===== src/hdl/dl_pkg.sv =====
package dl_pkg;
   // Host register offsets (byte addresses on the host I/O port)
   localparam logic [3:0] OFF_DATA_LO = 4'h0;
   localparam logic [3:0] OFF_DATA_HI = 4'h1;
   localparam logic [3:0] OFF_DATAINC_LO = 4'h2;
   localparam logic [3:0] OFF_DATAINC_HI = 4'h3;
   localparam logic [3:0] OFF_ADDR_LO = 4'h4;
   localparam logic [3:0] OFF_ADDR_HI = 4'h5;
   localparam logic [3:0] OFF_INT_LO = 4'h6;
   localparam logic [3:0] OFF_INT_HI = 4'h7;
   localparam logic [3:0] OFF_CTRL2 = 4'hF;
   // Interrupt register values
   localparam logic [15:0] INT_DIAG_OK = 16'h0040;
   localparam logic [15:0] INT_DL_REQ = 16'h8000;
   localparam logic [15:0] INT_RESET = 16'h0000;
   // Freeze-dump commands, written to the interrupt high byte
   localparam logic [7:0] CMD_WRITE = 8'hE6;
   localparam logic [7:0] CMD_STEP = 8'hFF;
   localparam logic [7:0] CMD_EXECUTE = 8'hC5;
   // Control byte bit that disables the handler ROM
   localparam int HRD_BIT = 6;
   // ROM window remapped to DRAM
   localparam logic [15:0] ROM_LO = 16'hC000;
   localparam logic [15:0] ROM_HI = 16'hFFFE;
   // Timing
   localparam int CLK_MHZ = 50;
   localparam int DIAG_NS = 2000;
   localparam int REQ_WIN_US10 = 16;
   localparam int WRITE_US = 9;
   localparam int STEP_US = 7;
   localparam int EXEC_US = 12;
   localparam int DIAG_CYC = DIAG_NS * CLK_MHZ / 1000;
   localparam int REQ_WIN_CYC = REQ_WIN_US10 * 100 * CLK_MHZ;
   localparam int WRITE_CYC = WRITE_US * CLK_MHZ;
   localparam int STEP_CYC = STEP_US * CLK_MHZ;
   localparam int EXEC_CYC = EXEC_US * CLK_MHZ;
   localparam int CNT_W = 17;
   typedef enum logic [4:0] {
      ST_DIAG = 5'h01,
      ST_ARMED = 5'h02,
      ST_NORMAL = 5'h04,
      ST_DOWNLOAD = 5'h08,
      ST_BUSY = 5'h10
   } mode_type;
endpackage


===== src/hdl/cmd_timer_if.sv =====
`timescale 1ns/1ns
`default_nettype none
interface cmd_timer_if;
   logic start;
   logic [16:0] load;
   logic done;
   modport owner (output start, output load, input done);
   modport timer (input start, input load, output done);
endinterface
`default_nettype wire


===== src/hdl/cmd_timer.sv =====
`timescale 1ns/1ns
`default_nettype none
module cmd_timer (
   input wire logic clk, // System clock
   input wire logic rst, // Synchronous reset
   cmd_timer_if.timer port // Start, length, done pulse
);
   typedef struct packed {
      logic [16:0] count;
      logic running;
      logic done;
   } tstate_type;
   tstate_type s_reg, s_next;

   always_comb begin
      s_next = s_reg;
      s_next.done = 1'b0;
      if (port.start) begin
         s_next.count = port.load;
         s_next.running = 1'b1;
      end else if (s_reg.running) begin
         if (s_reg.count <= 17'h00001) begin
            s_next.running = 1'b0;
            s_next.done = 1'b1;
         end else begin
            s_next.count = s_reg.count - 17'h00001;
         end
      end
   end

   always_ff @(posedge clk) begin
      if (rst) begin
         s_reg <= '0;
      end else begin
         s_reg <= s_next;
      end
   end

   assign port.done = s_reg.done;
endmodule
`default_nettype wire


===== src/hdl/adapter_code_download_entry.sv =====
`timescale 1ns/1ns
`default_nettype none
module adapter_code_download_entry #(
   parameter int REQ_WINDOW = dl_pkg::REQ_WIN_CYC, // Cycles the request is accepted
   parameter int DIAG_TIME = dl_pkg::DIAG_CYC // Cycles of bring-up diagnostics
) (
   input wire logic clk, // System clock
   input wire logic rst, // Synchronous reset, active high
   input wire logic system_reset_n, // Host hardware reset pin
   input wire logic ioWrite, // Host direct I/O write strobe (pin)
   input wire logic ioRead, // Host direct I/O read strobe (pin)
   input wire logic [3:0] ioAddr, // Host direct I/O byte offset
   input wire logic [7:0] ioWdata, // Host write data
   output logic [7:0] ioRdata, // Read data, registered
   output logic memWrite, // One-cycle RAM write pulse
   output logic [15:0] memAddr, // RAM word byte address
   output logic [15:0] memWdata, // RAM write data
   output logic handlerRomSelect, // Handler ROM chip select for top window
   output logic dramSelect, // DRAM select for accessed address
   output logic handler_rom_disable, // ROM disable control level
   output logic downloadActive, // Download state entered
   output logic cmdBusy, // Freeze-dump command executing
   output logic runTarget, // Target code started
   output logic [15:0] targetEntry // Entry address for target code
);
   typedef struct packed {
      logic [2:0] rstSync;
      logic [2:0] wrSync;
      logic [2:0] rdSync;
      logic [7:0] addrSync;
      logic [15:0] dataSync;
      dl_pkg::mode_type mode;
      logic [16:0] winCnt;
      logic [15:0] intReg;
      logic [15:0] addr;
      logic [7:0] dataLo;
      logic [7:0] rdata;
      logic memWr;
      logic [15:0] memA;
      logic [15:0] memD;
      logic romDis;
      logic [7:0] pendCmd;
      logic run;
      logic [15:0] entry;
      logic entrySet;
      logic romSel;
      logic dramSel;
      logic dlAct;
      logic busy;
   } state_type;
   state_type s_reg, s_next;
   cmd_timer_if tif ();
   logic wrEdge, rdEdge, hostReset;
   logic [3:0] hostAddr;
   logic [7:0] hostData;
   logic [15:0] accAddr;

   cmd_timer u_timer (
      .clk(clk),
      .rst(rst),
      .port(tif.timer)
   );

   // Pin strobes: two stages of sync, edge from stages 2 and 3 only
   assign wrEdge = s_reg.wrSync[1] & ~s_reg.wrSync[2];
   assign rdEdge = s_reg.rdSync[1] & ~s_reg.rdSync[2];
   assign hostReset = ~s_reg.rstSync[1];
   assign accAddr = s_reg.addr;
   // Offset and data ride the same two-stage path as the strobes
   assign hostAddr = s_reg.addrSync[7:4];
   assign hostData = s_reg.dataSync[15:8];

   always_comb begin
      s_next = s_reg;
      s_next.rstSync = {s_reg.rstSync[1:0], system_reset_n};
      s_next.wrSync = {s_reg.wrSync[1:0], ioWrite};
      s_next.rdSync = {s_reg.rdSync[1:0], ioRead};
      s_next.addrSync = {s_reg.addrSync[3:0], ioAddr};
      s_next.dataSync = {s_reg.dataSync[7:0], ioWdata};
      s_next.memWr = 1'b0;
      tif.start = 1'b0;
      tif.load = '0;
      if (s_reg.winCnt != '0) begin
         s_next.winCnt = s_reg.winCnt - 17'h00001;
      end
      if (hostReset) begin
         // Every host reset arms download entry; RAM contents are kept
         s_next.mode = dl_pkg::ST_DIAG;
         s_next.winCnt = 17'(DIAG_TIME);
         s_next.intReg = dl_pkg::INT_RESET;
         s_next.romDis = 1'b0;
         s_next.run = 1'b0;
         s_next.entrySet = 1'b0;
      end else begin
         case (s_reg.mode)
            dl_pkg::ST_DIAG: begin
               if (s_reg.winCnt == '0) begin
                  s_next.intReg = dl_pkg::INT_DIAG_OK;
                  s_next.mode = dl_pkg::ST_ARMED;
                  s_next.winCnt = 17'(REQ_WINDOW);
               end
            end
            dl_pkg::ST_ARMED: begin
               if (s_reg.winCnt == '0) begin
                  s_next.mode = dl_pkg::ST_NORMAL;
               end
            end
            dl_pkg::ST_NORMAL: begin
            end
            dl_pkg::ST_DOWNLOAD: begin
            end
            dl_pkg::ST_BUSY: begin
               if (tif.done) begin
                  s_next.mode = dl_pkg::ST_DOWNLOAD;
                  if (s_reg.pendCmd == dl_pkg::CMD_EXECUTE) begin
                     s_next.run = 1'b1;
                  end
               end
            end
            default: s_next.mode = dl_pkg::ST_NORMAL;
         endcase
         if (wrEdge) begin
            case (hostAddr)
               dl_pkg::OFF_ADDR_LO: s_next.addr[7:0] = hostData;
               dl_pkg::OFF_ADDR_HI: s_next.addr[15:8] = hostData;
               dl_pkg::OFF_DATA_LO, dl_pkg::OFF_DATAINC_LO: s_next.dataLo = hostData;
               dl_pkg::OFF_DATA_HI, dl_pkg::OFF_DATAINC_HI: begin
                  s_next.memWr = 1'b1;
                  s_next.memA = accAddr;
                  s_next.memD = {hostData, s_reg.dataLo};
                  if (s_reg.mode == dl_pkg::ST_DOWNLOAD && !s_reg.entrySet &&
                      accAddr == 16'h0000 && hostAddr == dl_pkg::OFF_DATA_HI) begin
                     s_next.entry = {hostData, s_reg.dataLo};
                     s_next.entrySet = 1'b1;
                  end
                  if (hostAddr == dl_pkg::OFF_DATAINC_HI) begin
                     s_next.addr = accAddr + 16'h0002;
                  end
               end
               dl_pkg::OFF_INT_LO: s_next.intReg[7:0] = hostData;
               dl_pkg::OFF_INT_HI: begin
                  if (s_reg.mode == dl_pkg::ST_ARMED &&
                      {hostData, s_reg.intReg[7:0]} == dl_pkg::INT_DL_REQ) begin
                     // Only a request inside the window after reset is honoured
                     s_next.mode = dl_pkg::ST_DOWNLOAD;
                     s_next.intReg = 16'h0000;
                  end else if (s_reg.mode == dl_pkg::ST_DOWNLOAD &&
                               (hostData == dl_pkg::CMD_WRITE ||
                                hostData == dl_pkg::CMD_STEP ||
                                hostData == dl_pkg::CMD_EXECUTE)) begin
                     s_next.mode = dl_pkg::ST_BUSY;
                     s_next.pendCmd = hostData;
                     tif.start = 1'b1;
                     // Timer done is acted on one cycle late, so load one less
                     if (hostData == dl_pkg::CMD_WRITE) begin
                        tif.load = 17'(dl_pkg::WRITE_CYC - 1);
                     end else if (hostData == dl_pkg::CMD_STEP) begin
                        tif.load = 17'(dl_pkg::STEP_CYC - 1);
                     end else begin
                        tif.load = 17'(dl_pkg::EXEC_CYC - 1);
                     end
                  end else if (s_reg.mode != dl_pkg::ST_BUSY) begin
                     // Commands during execution are ignored
                     s_next.intReg[15:8] = hostData;
                  end
               end
               dl_pkg::OFF_CTRL2: s_next.romDis = hostData[dl_pkg::HRD_BIT];
               default: ;
            endcase
         end
         if (rdEdge) begin
            case (hostAddr)
               dl_pkg::OFF_ADDR_LO: s_next.rdata = s_reg.addr[7:0];
               dl_pkg::OFF_ADDR_HI: s_next.rdata = s_reg.addr[15:8];
               dl_pkg::OFF_INT_LO: s_next.rdata = s_reg.intReg[7:0];
               dl_pkg::OFF_INT_HI: s_next.rdata = s_reg.intReg[15:8];
               default: s_next.rdata = 8'h00;
            endcase
            if (hostAddr == dl_pkg::OFF_DATAINC_HI) begin
               s_next.addr = accAddr + 16'h0002;
            end
         end
      end
      s_next.dlAct = (s_next.mode == dl_pkg::ST_DOWNLOAD) || (s_next.mode == dl_pkg::ST_BUSY);
      s_next.busy = (s_next.mode == dl_pkg::ST_BUSY);
      // Window decode registered with the address so both change on one edge
      s_next.romSel = (s_next.memA >= dl_pkg::ROM_LO) && !s_next.romDis;
      s_next.dramSel = (s_next.memA < dl_pkg::ROM_LO) || s_next.romDis;
   end

   always_ff @(posedge clk) begin
      if (rst) begin
         s_reg <= '0;
         s_reg.rstSync <= 3'h0;
         s_reg.mode <= dl_pkg::ST_DIAG;
         s_reg.winCnt <= 17'h00000;
      end else begin
         s_reg <= s_next;
      end
   end

   assign ioRdata = s_reg.rdata;
   assign memWrite = s_reg.memWr;
   assign memAddr = s_reg.memA;
   assign memWdata = s_reg.memD;
   assign handlerRomSelect = s_reg.romSel;
   assign dramSelect = s_reg.dramSel;
   assign handler_rom_disable = s_reg.romDis;
   assign downloadActive = s_reg.dlAct;
   assign cmdBusy = s_reg.busy;
   assign runTarget = s_reg.run;
   assign targetEntry = s_reg.entry;
endmodule
`default_nettype wire


===== config.mk =====
export PLATFORM = sky130hd
export DESIGN_NAME = adapter_code_download_entry
export DESIGN_NICKNAME = d
export VERILOG_FILES = /design/src/hdl/dl_pkg.sv /design/src/hdl/cmd_timer_if.sv /design/src/hdl/cmd_timer.sv /design/src/hdl/adapter_code_download_entry.sv
export SDC_FILE = /design/constraint.sdc
export NUM_CORES = 1
export LEC_CHECK = 0
export BUFFER_PORTS_ARGS = -buffer_cell sky130_fd_sc_hd__buf_4
export CORE_MARGIN = 5
export CORE_UTILIZATION = 55
export DETAILED_ROUTE_END_ITERATION = 6
export PLACE_DENSITY = 0.85
export SYNTH_ARGS = -nofsm -noshare
export SYNTH_HDL_FRONTEND = slang
export SYNTH_SLANG_ARGS = --single-unit
export TNS_END_PERCENT = 1

===== constraint.sdc =====
create_clock -name clk -period 4 [get_ports clk]
set_input_delay 1 -clock clk [delete_from_list [all_inputs] [get_ports clk]]
set_output_delay 1 -clock clk [all_outputs]
set_load 0.1 [all_outputs]

==> out/summary.txt, run 1 <==
OUTCOME
-------------------------------------------------------------------------------------------
Outcome ...................................................................... finished, final reports clean

LAYOUT
-------------------------------------------------------------------------------------------
Layout filler cell count .....................................................         1247
Fin nets .....................................................................          959
Count of inserted antenna diode cells ........................................            0
Share of layout cells above drive strength 1 .................................        0.157
Finished Layout Cells ........................................................         1160
Growth of design area from synthesis to finish ...............................        9.43%
Sequential cell area .........................................................   3700 sq um
Area of the multi-input gates ................................................   4190 sq um
Number of flip-flops in the largest register .................................           57

ROUTING
-------------------------------------------------------------------------------------------
Number of nets with antenna violations after detailed routing ................            0
Routed wire length per instance ..............................................      18.2 um
Routed wl met2 ...............................................................      9.90 mm
Total routed wirelength ......................................................      21.1 mm
Routed metal-1 wire length ...................................................      8.39 mm
DR top layer .................................................................         met4
Met3 WL ......................................................................      1.83 mm
Number of design-rule violations left by the first detailed-router iteration .          939
Routed vias ..................................................................         7135
Initial DRT Pass Iterations ..................................................            6
Post-route DRC violation count ...............................................            0
Avg Vias per Cell ............................................................         6.15

DIE
-------------------------------------------------------------------------------------------
Die Area .....................................................................  18300 sq um
Horiz. Die Dim ...............................................................       135 um
Top-Level Pins ...............................................................           80
Die Span Y ...................................................................       135 um
Effective utilization at floorplan ...........................................        0.565
Site row count ...............................................................           45
Standard cell core area ......................................................  15300 sq um

CRITICAL PATH
-------------------------------------------------------------------------------------------
Crit Path Category ........................................................... flop to flop
Worst path arrival time ......................................................      2.94 ns
Critical Path RT .............................................................      4.31 ns
Largest stage delay, worst path ..............................................      0.63 ns
Maximum fanout along the worst path ..........................................           14
CP endpoint kind .............................................................         flop
Critical Path Source Type ....................................................         flop
Crit-path cells .............................................................. or4_4 -> nor4_4 -> nand4_1 -> o211ai_1 -> a21oi_1
Cell with the biggest individual delay on the critical path .................. sky130_fd_sc_hd__nand4_1
Reg-to-reg critical path startpoint ..........................................   s_reg[122]
CP Launch Point ..............................................................   s_reg[122]

PWR
-------------------------------------------------------------------------------------------
Power density of the placed cells ............................................  396 nW/um^2
Overall Power ................................................................    0.00374 W
Share of power burned in combinational logic .................................        0.038
Part of the power in registers ...............................................        0.505
Net switching fraction of the power ..........................................        0.227
Static Leak ..................................................................      3.79 nW
Internal Power ...............................................................    0.00290 W
Clock power share ............................................................        0.457
Psw ..........................................................................   0.000848 W
Worst IR drop on VDD .........................................................       331 uV

SYNTH
-------------------------------------------------------------------------------------------
Sequential cell area fraction in the yosys report ............................        0.428
Number of enable flip-flop cells after synthesis .............................            0
Top cell type by total area after synthesis .................................. sky130_fd_sc_hd__dfxtp_1
Synth warn ...................................................................            0
Mean cell area of the mapped netlist .........................................   9.09 sq um
Synth async-reset ratio ......................................................            0
Post-synth top area share ....................................................        0.428
Synth cell count leaders ..................................................... sky130_fd_sc_hd__dfxtp_1 (185), sky130_fd_sc_hd__nor2_1 (122), sky130_fd_sc_hd__mux2i_1 (59)
Post-synthesis instance total ................................................          952
Post-Syn Area ................................................................   8650 sq um
Top_reg_cell synth ........................................................... sky130_fd_sc_hd__dfxtp_1
Synth area leaders ........................................................... sky130_fd_sc_hd__dfxtp_1 (43%), sky130_fd_sc_hd__mux2i_1 (6.8%), sky130_fd_sc_hd__nor2_1 (5.3%), sky130_fd_sc_hd__buf_4 (5.0%), sky130_fd_sc_hd__a21oi_1 (3.0%)
Distinct cells, synth ........................................................           77
Most common cell in the synthesized netlist .................................. sky130_fd_sc_hd__dfxtp_1
Number of register bits inferred by synthesis ................................          185
Net count of the mapped netlist ..............................................          975

TIMING
-------------------------------------------------------------------------------------------
Total count of hold-check failures in the final report .......................            0
Fmax .........................................................................      380 MHz
Number of setup violations in the final report ...............................            0
Clk_skew .....................................................................    0.0174 ns
Number of slew-limit violations in the final report ..........................            0
Max-Slew Margin vs Limit .....................................................        0.245
Final worst path period share ................................................        0.658
Unrepaired setup endpoints after global routing ..............................        false
Final-layout setup total negative slack ......................................         0 ns
Actual transition at the worst max-transition pin ............................      1.12 ns
Post-layout minimum cycle time ...............................................      2.63 ns

GRT
-------------------------------------------------------------------------------------------
Gr ovfl total ................................................................            0
Via count of the first global-routing pass ...................................         6804
All-layer global routing usage ...............................................        0.230
Pin count of the biggest net entering global routing .........................           86
Antenna violations before repair .............................................            0
First-pass GRT wire length ...................................................      34.1 mm

CLOCK TREE
-------------------------------------------------------------------------------------------
Maximum clock insertion buffer count .........................................            2
Num Clock Sinks ..............................................................          185
Post-CTS resize count ........................................................            0
Number of levels in the clock H-tree .........................................            4
CTS clock-pin slew for the worst setup and hold paths ........................      0.07 ns
Number of buffers added by the clock tree synthesis step .....................           17
Clk_lat worst skew ...........................................................      0.44 ns
Root buffer selected by CTS .................................................. sky130_fd_sc_hd__clkbuf_16
Number of setup buffers added after CTS ......................................            0
Hold-fix buffer count after cts ..............................................            0
CTS tree .....................................................................          yes

PLACEMENT
-------------------------------------------------------------------------------------------
Count of buffers from port buffering .........................................           79
Total half-perimeter wirelength after legalization and detailed placement ....      13.9 mm
Inst Count DP ................................................................         1128
GPL Wtd Cong .................................................................        0.929

WORST HOLD PATH
-------------------------------------------------------------------------------------------
Class of the most critical hold timing path .................................. flop to flop
Critical hold path startpoint ................................................  s_next[159]

FLOW RUN
-------------------------------------------------------------------------------------------
Max-cap violations ...........................................................            0

[metal layers]
metal  vias to the layer above  track usage
li1                       3327            -
met5                         -            0
met2                       386        0.374
met3                        97       0.0553
met1                      3325        0.282
met4                         0        0.124
[final timing paths]
path | to | slack, ns | cells after the start
worst min register to register | s_next[160] | 0.43 | 1
worst max register to register | s_reg[109] | 1.37 | 5
worst min-delay path | s_next[160] | 0.43 | 1
worst max-delay path | s_reg[109] | 1.37 | 5
[cell usage in the layout (no fill, tap or decap), types with 4 or more instances in the layout]
master | synthesis | layout
sky130_fd_sc_hd__dfxtp_1 | 185 | 185
sky130_fd_sc_hd__clkbuf_16 | 0 | 17
sky130_fd_sc_hd__and4_1 | 5 | 5
sky130_fd_sc_hd__o211ai_1 | 16 | 16
sky130_fd_sc_hd__nor4b_1 | 4 | 4
sky130_fd_sc_hd__a211oi_1 | 5 | 5
sky130_fd_sc_hd__ha_1 | 6 | 6
sky130_fd_sc_hd__a21oi_1 | 51 | 51
sky130_fd_sc_hd__nor4_1 | 17 | 17
sky130_fd_sc_hd__a22o_1 | 8 | 8
sky130_fd_sc_hd__nor3b_1 | 7 | 7
sky130_fd_sc_hd__o21a_1 | 6 | 6
sky130_fd_sc_hd__nor2b_1 | 40 | 40
sky130_fd_sc_hd__a22oi_1 | 10 | 10
sky130_fd_sc_hd__nor2_1 | 122 | 122
sky130_fd_sc_hd__or3_1 | 4 | 4
sky130_fd_sc_hd__nor3_1 | 26 | 26
sky130_fd_sc_hd__buf_4 | 58 | 87
sky130_fd_sc_hd__xnor2_1 | 19 | 19
sky130_fd_sc_hd__inv_1 | 13 | 13
sky130_fd_sc_hd__o21ai_0 | 24 | 24
sky130_fd_sc_hd__nand4_1 | 9 | 9
sky130_fd_sc_hd__a31oi_1 | 5 | 5
sky130_fd_sc_hd__mux4_2 | 8 | 8
sky130_fd_sc_hd__o22ai_1 | 13 | 13
sky130_fd_sc_hd__nand2_1 | 36 | 35
sky130_fd_sc_hd__mux2i_1 | 59 | 59
sky130_fd_sc_hd__and3_1 | 16 | 16
sky130_fd_sc_hd__a221oi_1 | 7 | 7
sky130_fd_sc_hd__xor2_1 | 10 | 10
sky130_fd_sc_hd__nand3_1 | 30 | 30
[power groups by stage]
stage / Sequential [W] / Combinational [W] / Clock (W)
after floorplan: 0.00192 / 0.000110 / 0
after detailed placement: 0.00193 / 0.000140 / 0
after global placement: 0.00193 / 0.000138 / 0
final: 0.00189 / 0.000142 / 0.00171
after global routing: 0.00189 / 0.000155 / 0.00181
after CTS: 0.00189 / 0.000141 / 0.00173
[cells by family after synthesis]
family / Yosys count / share of synthesized area
AO/OA/AOI/OAI: 179 / 0.142
adder cells (fa/ha/maj): 6 / 0.00868
XOR/XNOR: 29 / 0.0294
flip-flops: 185 / 0.428
buffers and inverters: 135 / 0.0875
multiplexers: 68 / 0.0904
AND/OR/NAND/NOR: 350 / 0.214
[layout make-up]
type	instances	area share
Timing Repair Buffer	87	0.0690
Clock inverter	11	0.0141
Multi-Input combinational cell	632	0.443
Inverter	13	0.00515
Tap cell	211	0.0279
Sequential cell	185	0.391
Clock buffer	21	0.0497
[critical path: cells and delay by family (launching register included)]
family             cells  cell delay, ns
AOI/OAI and AO/OA      2            0.41
DFF                    1            0.36
and+or+nand+nor        3            1.74
[metrics by stage]
step	utilization	instance area, sq um	hold slack (ns)	setup WS [ns]
2_1_floorplan	-	8650	0.414	1.91
4_1_cts	0.618	9470	0.437	1.41
3_5_place_dp	0.579	8860	0.422	1.31
3_3_place_gp	0.579	8860	0.418	1.37
6_report	0.618	9470	0.434	1.37
5_1_grt	0.618	9470	0.455	1.17
No activity file was read; power rests on OpenSTA's default activity.
==> inputs of run 2 (changes only) <==
CORE_UTILIZATION = 54   (was 55)
PLACE_DENSITY = 0.86   (was 0.85)
clock period = 2.3 ns   (was 4 ns; I/O delays follow)
==> run 2 against run 1 <==
  * Total power rose by 77%
  * Clock-buffer cell count did not move
  * Setup slack got worse by 1.2 ns
  * Die area rose by 1.7%
  * Critical endpoint is now u_timer.s_reg[9]
==> out/summary.txt, run 2 (synthesis gave the netlist of run 1 again) <==
ROUTING
-------------------------------------------------------------------------------------------
Initial DRT Pass Iterations ..................................................            6
Number of nets with antenna violations after detailed routing ................            0
Avg Vias per Cell ............................................................         6.00
Routed wire length per instance ..............................................      18.1 um
Routed vias ..................................................................         7238
Number of design-rule violations left by the first detailed-router iteration .          837
Total routed wirelength ......................................................      21.9 mm
Post-route DRC violation count ...............................................            0

CLOCK TREE
-------------------------------------------------------------------------------------------
Maximum clock insertion buffer count .........................................            2
Num Clock Sinks ..............................................................          185
CTS clock-pin slew for the worst setup and hold paths ........................      0.06 ns
Post-CTS resize count ........................................................            0
Hold-fix buffer count after cts ..............................................            0
CTS tree .....................................................................          yes
Number of levels in the clock H-tree .........................................            4
Number of buffers added by the clock tree synthesis step .....................           17
Root buffer selected by CTS .................................................. sky130_fd_sc_hd__clkbuf_16
Number of setup buffers added after CTS ......................................            0
Clk_lat worst skew ...........................................................      0.44 ns

DIE
-------------------------------------------------------------------------------------------
Horiz. Die Dim ...............................................................       137 um
Site row count ...............................................................           46
Top-Level Pins ...............................................................           80
Die Area .....................................................................  18700 sq um
Standard cell core area ......................................................  15800 sq um
Die Span Y ...................................................................       137 um
Effective utilization at floorplan ...........................................        0.547

GRT
-------------------------------------------------------------------------------------------
All-layer global routing usage ...............................................        0.237
Pin count of the biggest net entering global routing .........................           89
Antenna violations before repair .............................................            0
Via count of the first global-routing pass ...................................         6959
Gr ovfl total ................................................................            0
First-pass GRT wire length ...................................................      35.0 mm

PWR
-------------------------------------------------------------------------------------------
Power density of the placed cells ............................................  675 nW/um^2
Share of power burned in combinational logic .................................        0.046
Internal Power ...............................................................    0.00514 W
Static Leak ..................................................................      4.02 nW
Clock power share ............................................................        0.462
Psw ..........................................................................    0.00148 W
Overall Power ................................................................    0.00662 W
Part of the power in registers ...............................................        0.493
Worst IR drop on VDD .........................................................       570 uV
Net switching fraction of the power ..........................................        0.223

LAYOUT
-------------------------------------------------------------------------------------------
Share of layout cells above drive strength 1 .................................        0.191
Growth of design area from synthesis to finish ...............................        13.4%
Count of inserted antenna diode cells ........................................            0
Fin nets .....................................................................         1000
Commonest non-fill, non-tap cell in the layout ............................... sky130_fd_sc_hd__dfxtp_1
Top library cells by usage in the layout, fill and taps aside ................ sky130_fd_sc_hd__dfxtp_1 (185), sky130_fd_sc_hd__buf_4 (127), sky130_fd_sc_hd__nor2_1 (122)
Number of flip-flops in the largest register .................................           57

WORST HOLD PATH
-------------------------------------------------------------------------------------------
Critical hold path startpoint ................................................   ioWdata[5]
Class of the most critical hold timing path .................................. input pin to flop

PLACEMENT
-------------------------------------------------------------------------------------------
GPL Wtd Cong .................................................................        0.956
Count of buffers from port buffering .........................................           79
Total half-perimeter wirelength after legalization and detailed placement ....      14.9 mm

TIMING
-------------------------------------------------------------------------------------------
Total count of hold-check failures in the final report .......................            0
Actual transition at the worst max-transition pin ............................     0.887 ns
Clk_skew .....................................................................   0.00885 ns
Max-Slew Margin vs Limit .....................................................        0.409
Final worst path period share ................................................        0.947
Final-layout setup total negative slack ......................................         0 ns
Fmax .........................................................................      459 MHz
Number of setup violations in the final report ...............................            0
Post-layout minimum cycle time ...............................................      2.18 ns
Unrepaired setup endpoints after global routing ..............................        false
Number of slew-limit violations in the final report ..........................            0

CRITICAL PATH
-------------------------------------------------------------------------------------------
Critical Path RT .............................................................      2.68 ns
Maximum fanout along the worst path ..........................................            8
Crit Path Category ........................................................... flop to flop
CP endpoint kind .............................................................         flop
Reg-to-reg critical path startpoint ..........................................   s_reg[130]
CP Launch Point ..............................................................   s_reg[130]
Critical Path Source Type ....................................................         flop
Worst path arrival time ......................................................      2.56 ns

OUTCOME
-------------------------------------------------------------------------------------------
Outcome ...................................................................... finished, final reports clean

FLOW RUN
-------------------------------------------------------------------------------------------
Max-cap violations ...........................................................            0

==> run 2: layout make-up <==
class	count	area, sq um
timing repair buffer	128	973
sequential	185	3700
inverter	13	48.8
clock inverter	11	159
multi-input combinational	632	4190
clock buffer	21	460
fill	1255	6020
tap	216	270
==> run 2: per-stage QoR <==
stage / cell area [sq um] / cells / setup slack [ns] / hold WS [ns] / utilization
final: 9810 / 1206 / 0.121 / 0.349 / 0.620
after global routing: 9810 / 1206 / 0.0153 / 0.343 / 0.620
after CTS: 9810 / 1206 / 0.122 / 0.340 / 0.620
after detailed placement: 9190 / 1174 / 0.176 / 0.420 / 0.581
after global placement: 9190 / 1174 / 0.197 / 0.421 / 0.581
after floorplan: 8650 / 952 / 0.207 / 0.414 / -
==> run 2: path summary, 6_finish.rpt <==
kind                            cells past startpoint                to  slack, ns
worst max-delay path                                6  u_timer.s_reg[9]       0.12
worst min-delay path                                2       s_next[147]       0.35
worst max register to register                      6  u_timer.s_reg[9]       0.12
worst min register to register                      1       hostData[4]       0.44
==> run 2: layer usage <==
| metal | GRT usage | part of all wire | routed length [um] |
|---|---|---|---|
| met4 | 0.109 | 0.037 | 812 |
| met1 | 0.284 | 0.39 | 8510 |
| met2 | 0.403 | 0.49 | 10700 |
| met5 | 0 | 0 | 0 |
| met3 | 0.0537 | 0.083 | 1810 |
==> run 2: worst max-delay path, cell delays in order, from the launching register on <==
cell and delay (ns):
sky130_fd_sc_hd__dfxtp_1 0.33, sky130_fd_sc_hd__or4b_1 0.55, sky130_fd_sc_hd__or2_1 0.27, sky130_fd_sc_hd__a2111o_1 0.50, sky130_fd_sc_hd__buf_4 0.23, sky130_fd_sc_hd__a21oi_1 0.12, sky130_fd_sc_hd__o21a_1 0.13
==> run 2: power by group through the flow <==
stage / Combinational (W) / Clock (W) / Sequential (W)
6_report: 0.000302 / 0.00306 / 0.00326
5_1_grt: 0.000326 / 0.00325 / 0.00327
4_1_cts: 0.000299 / 0.00308 / 0.00326
3_5_place_dp: 0.000296 / 0 / 0.00334
3_3_place_gp: 0.000291 / 0 / 0.00333
2_1_floorplan: 0.000191 / 0 / 0.00333
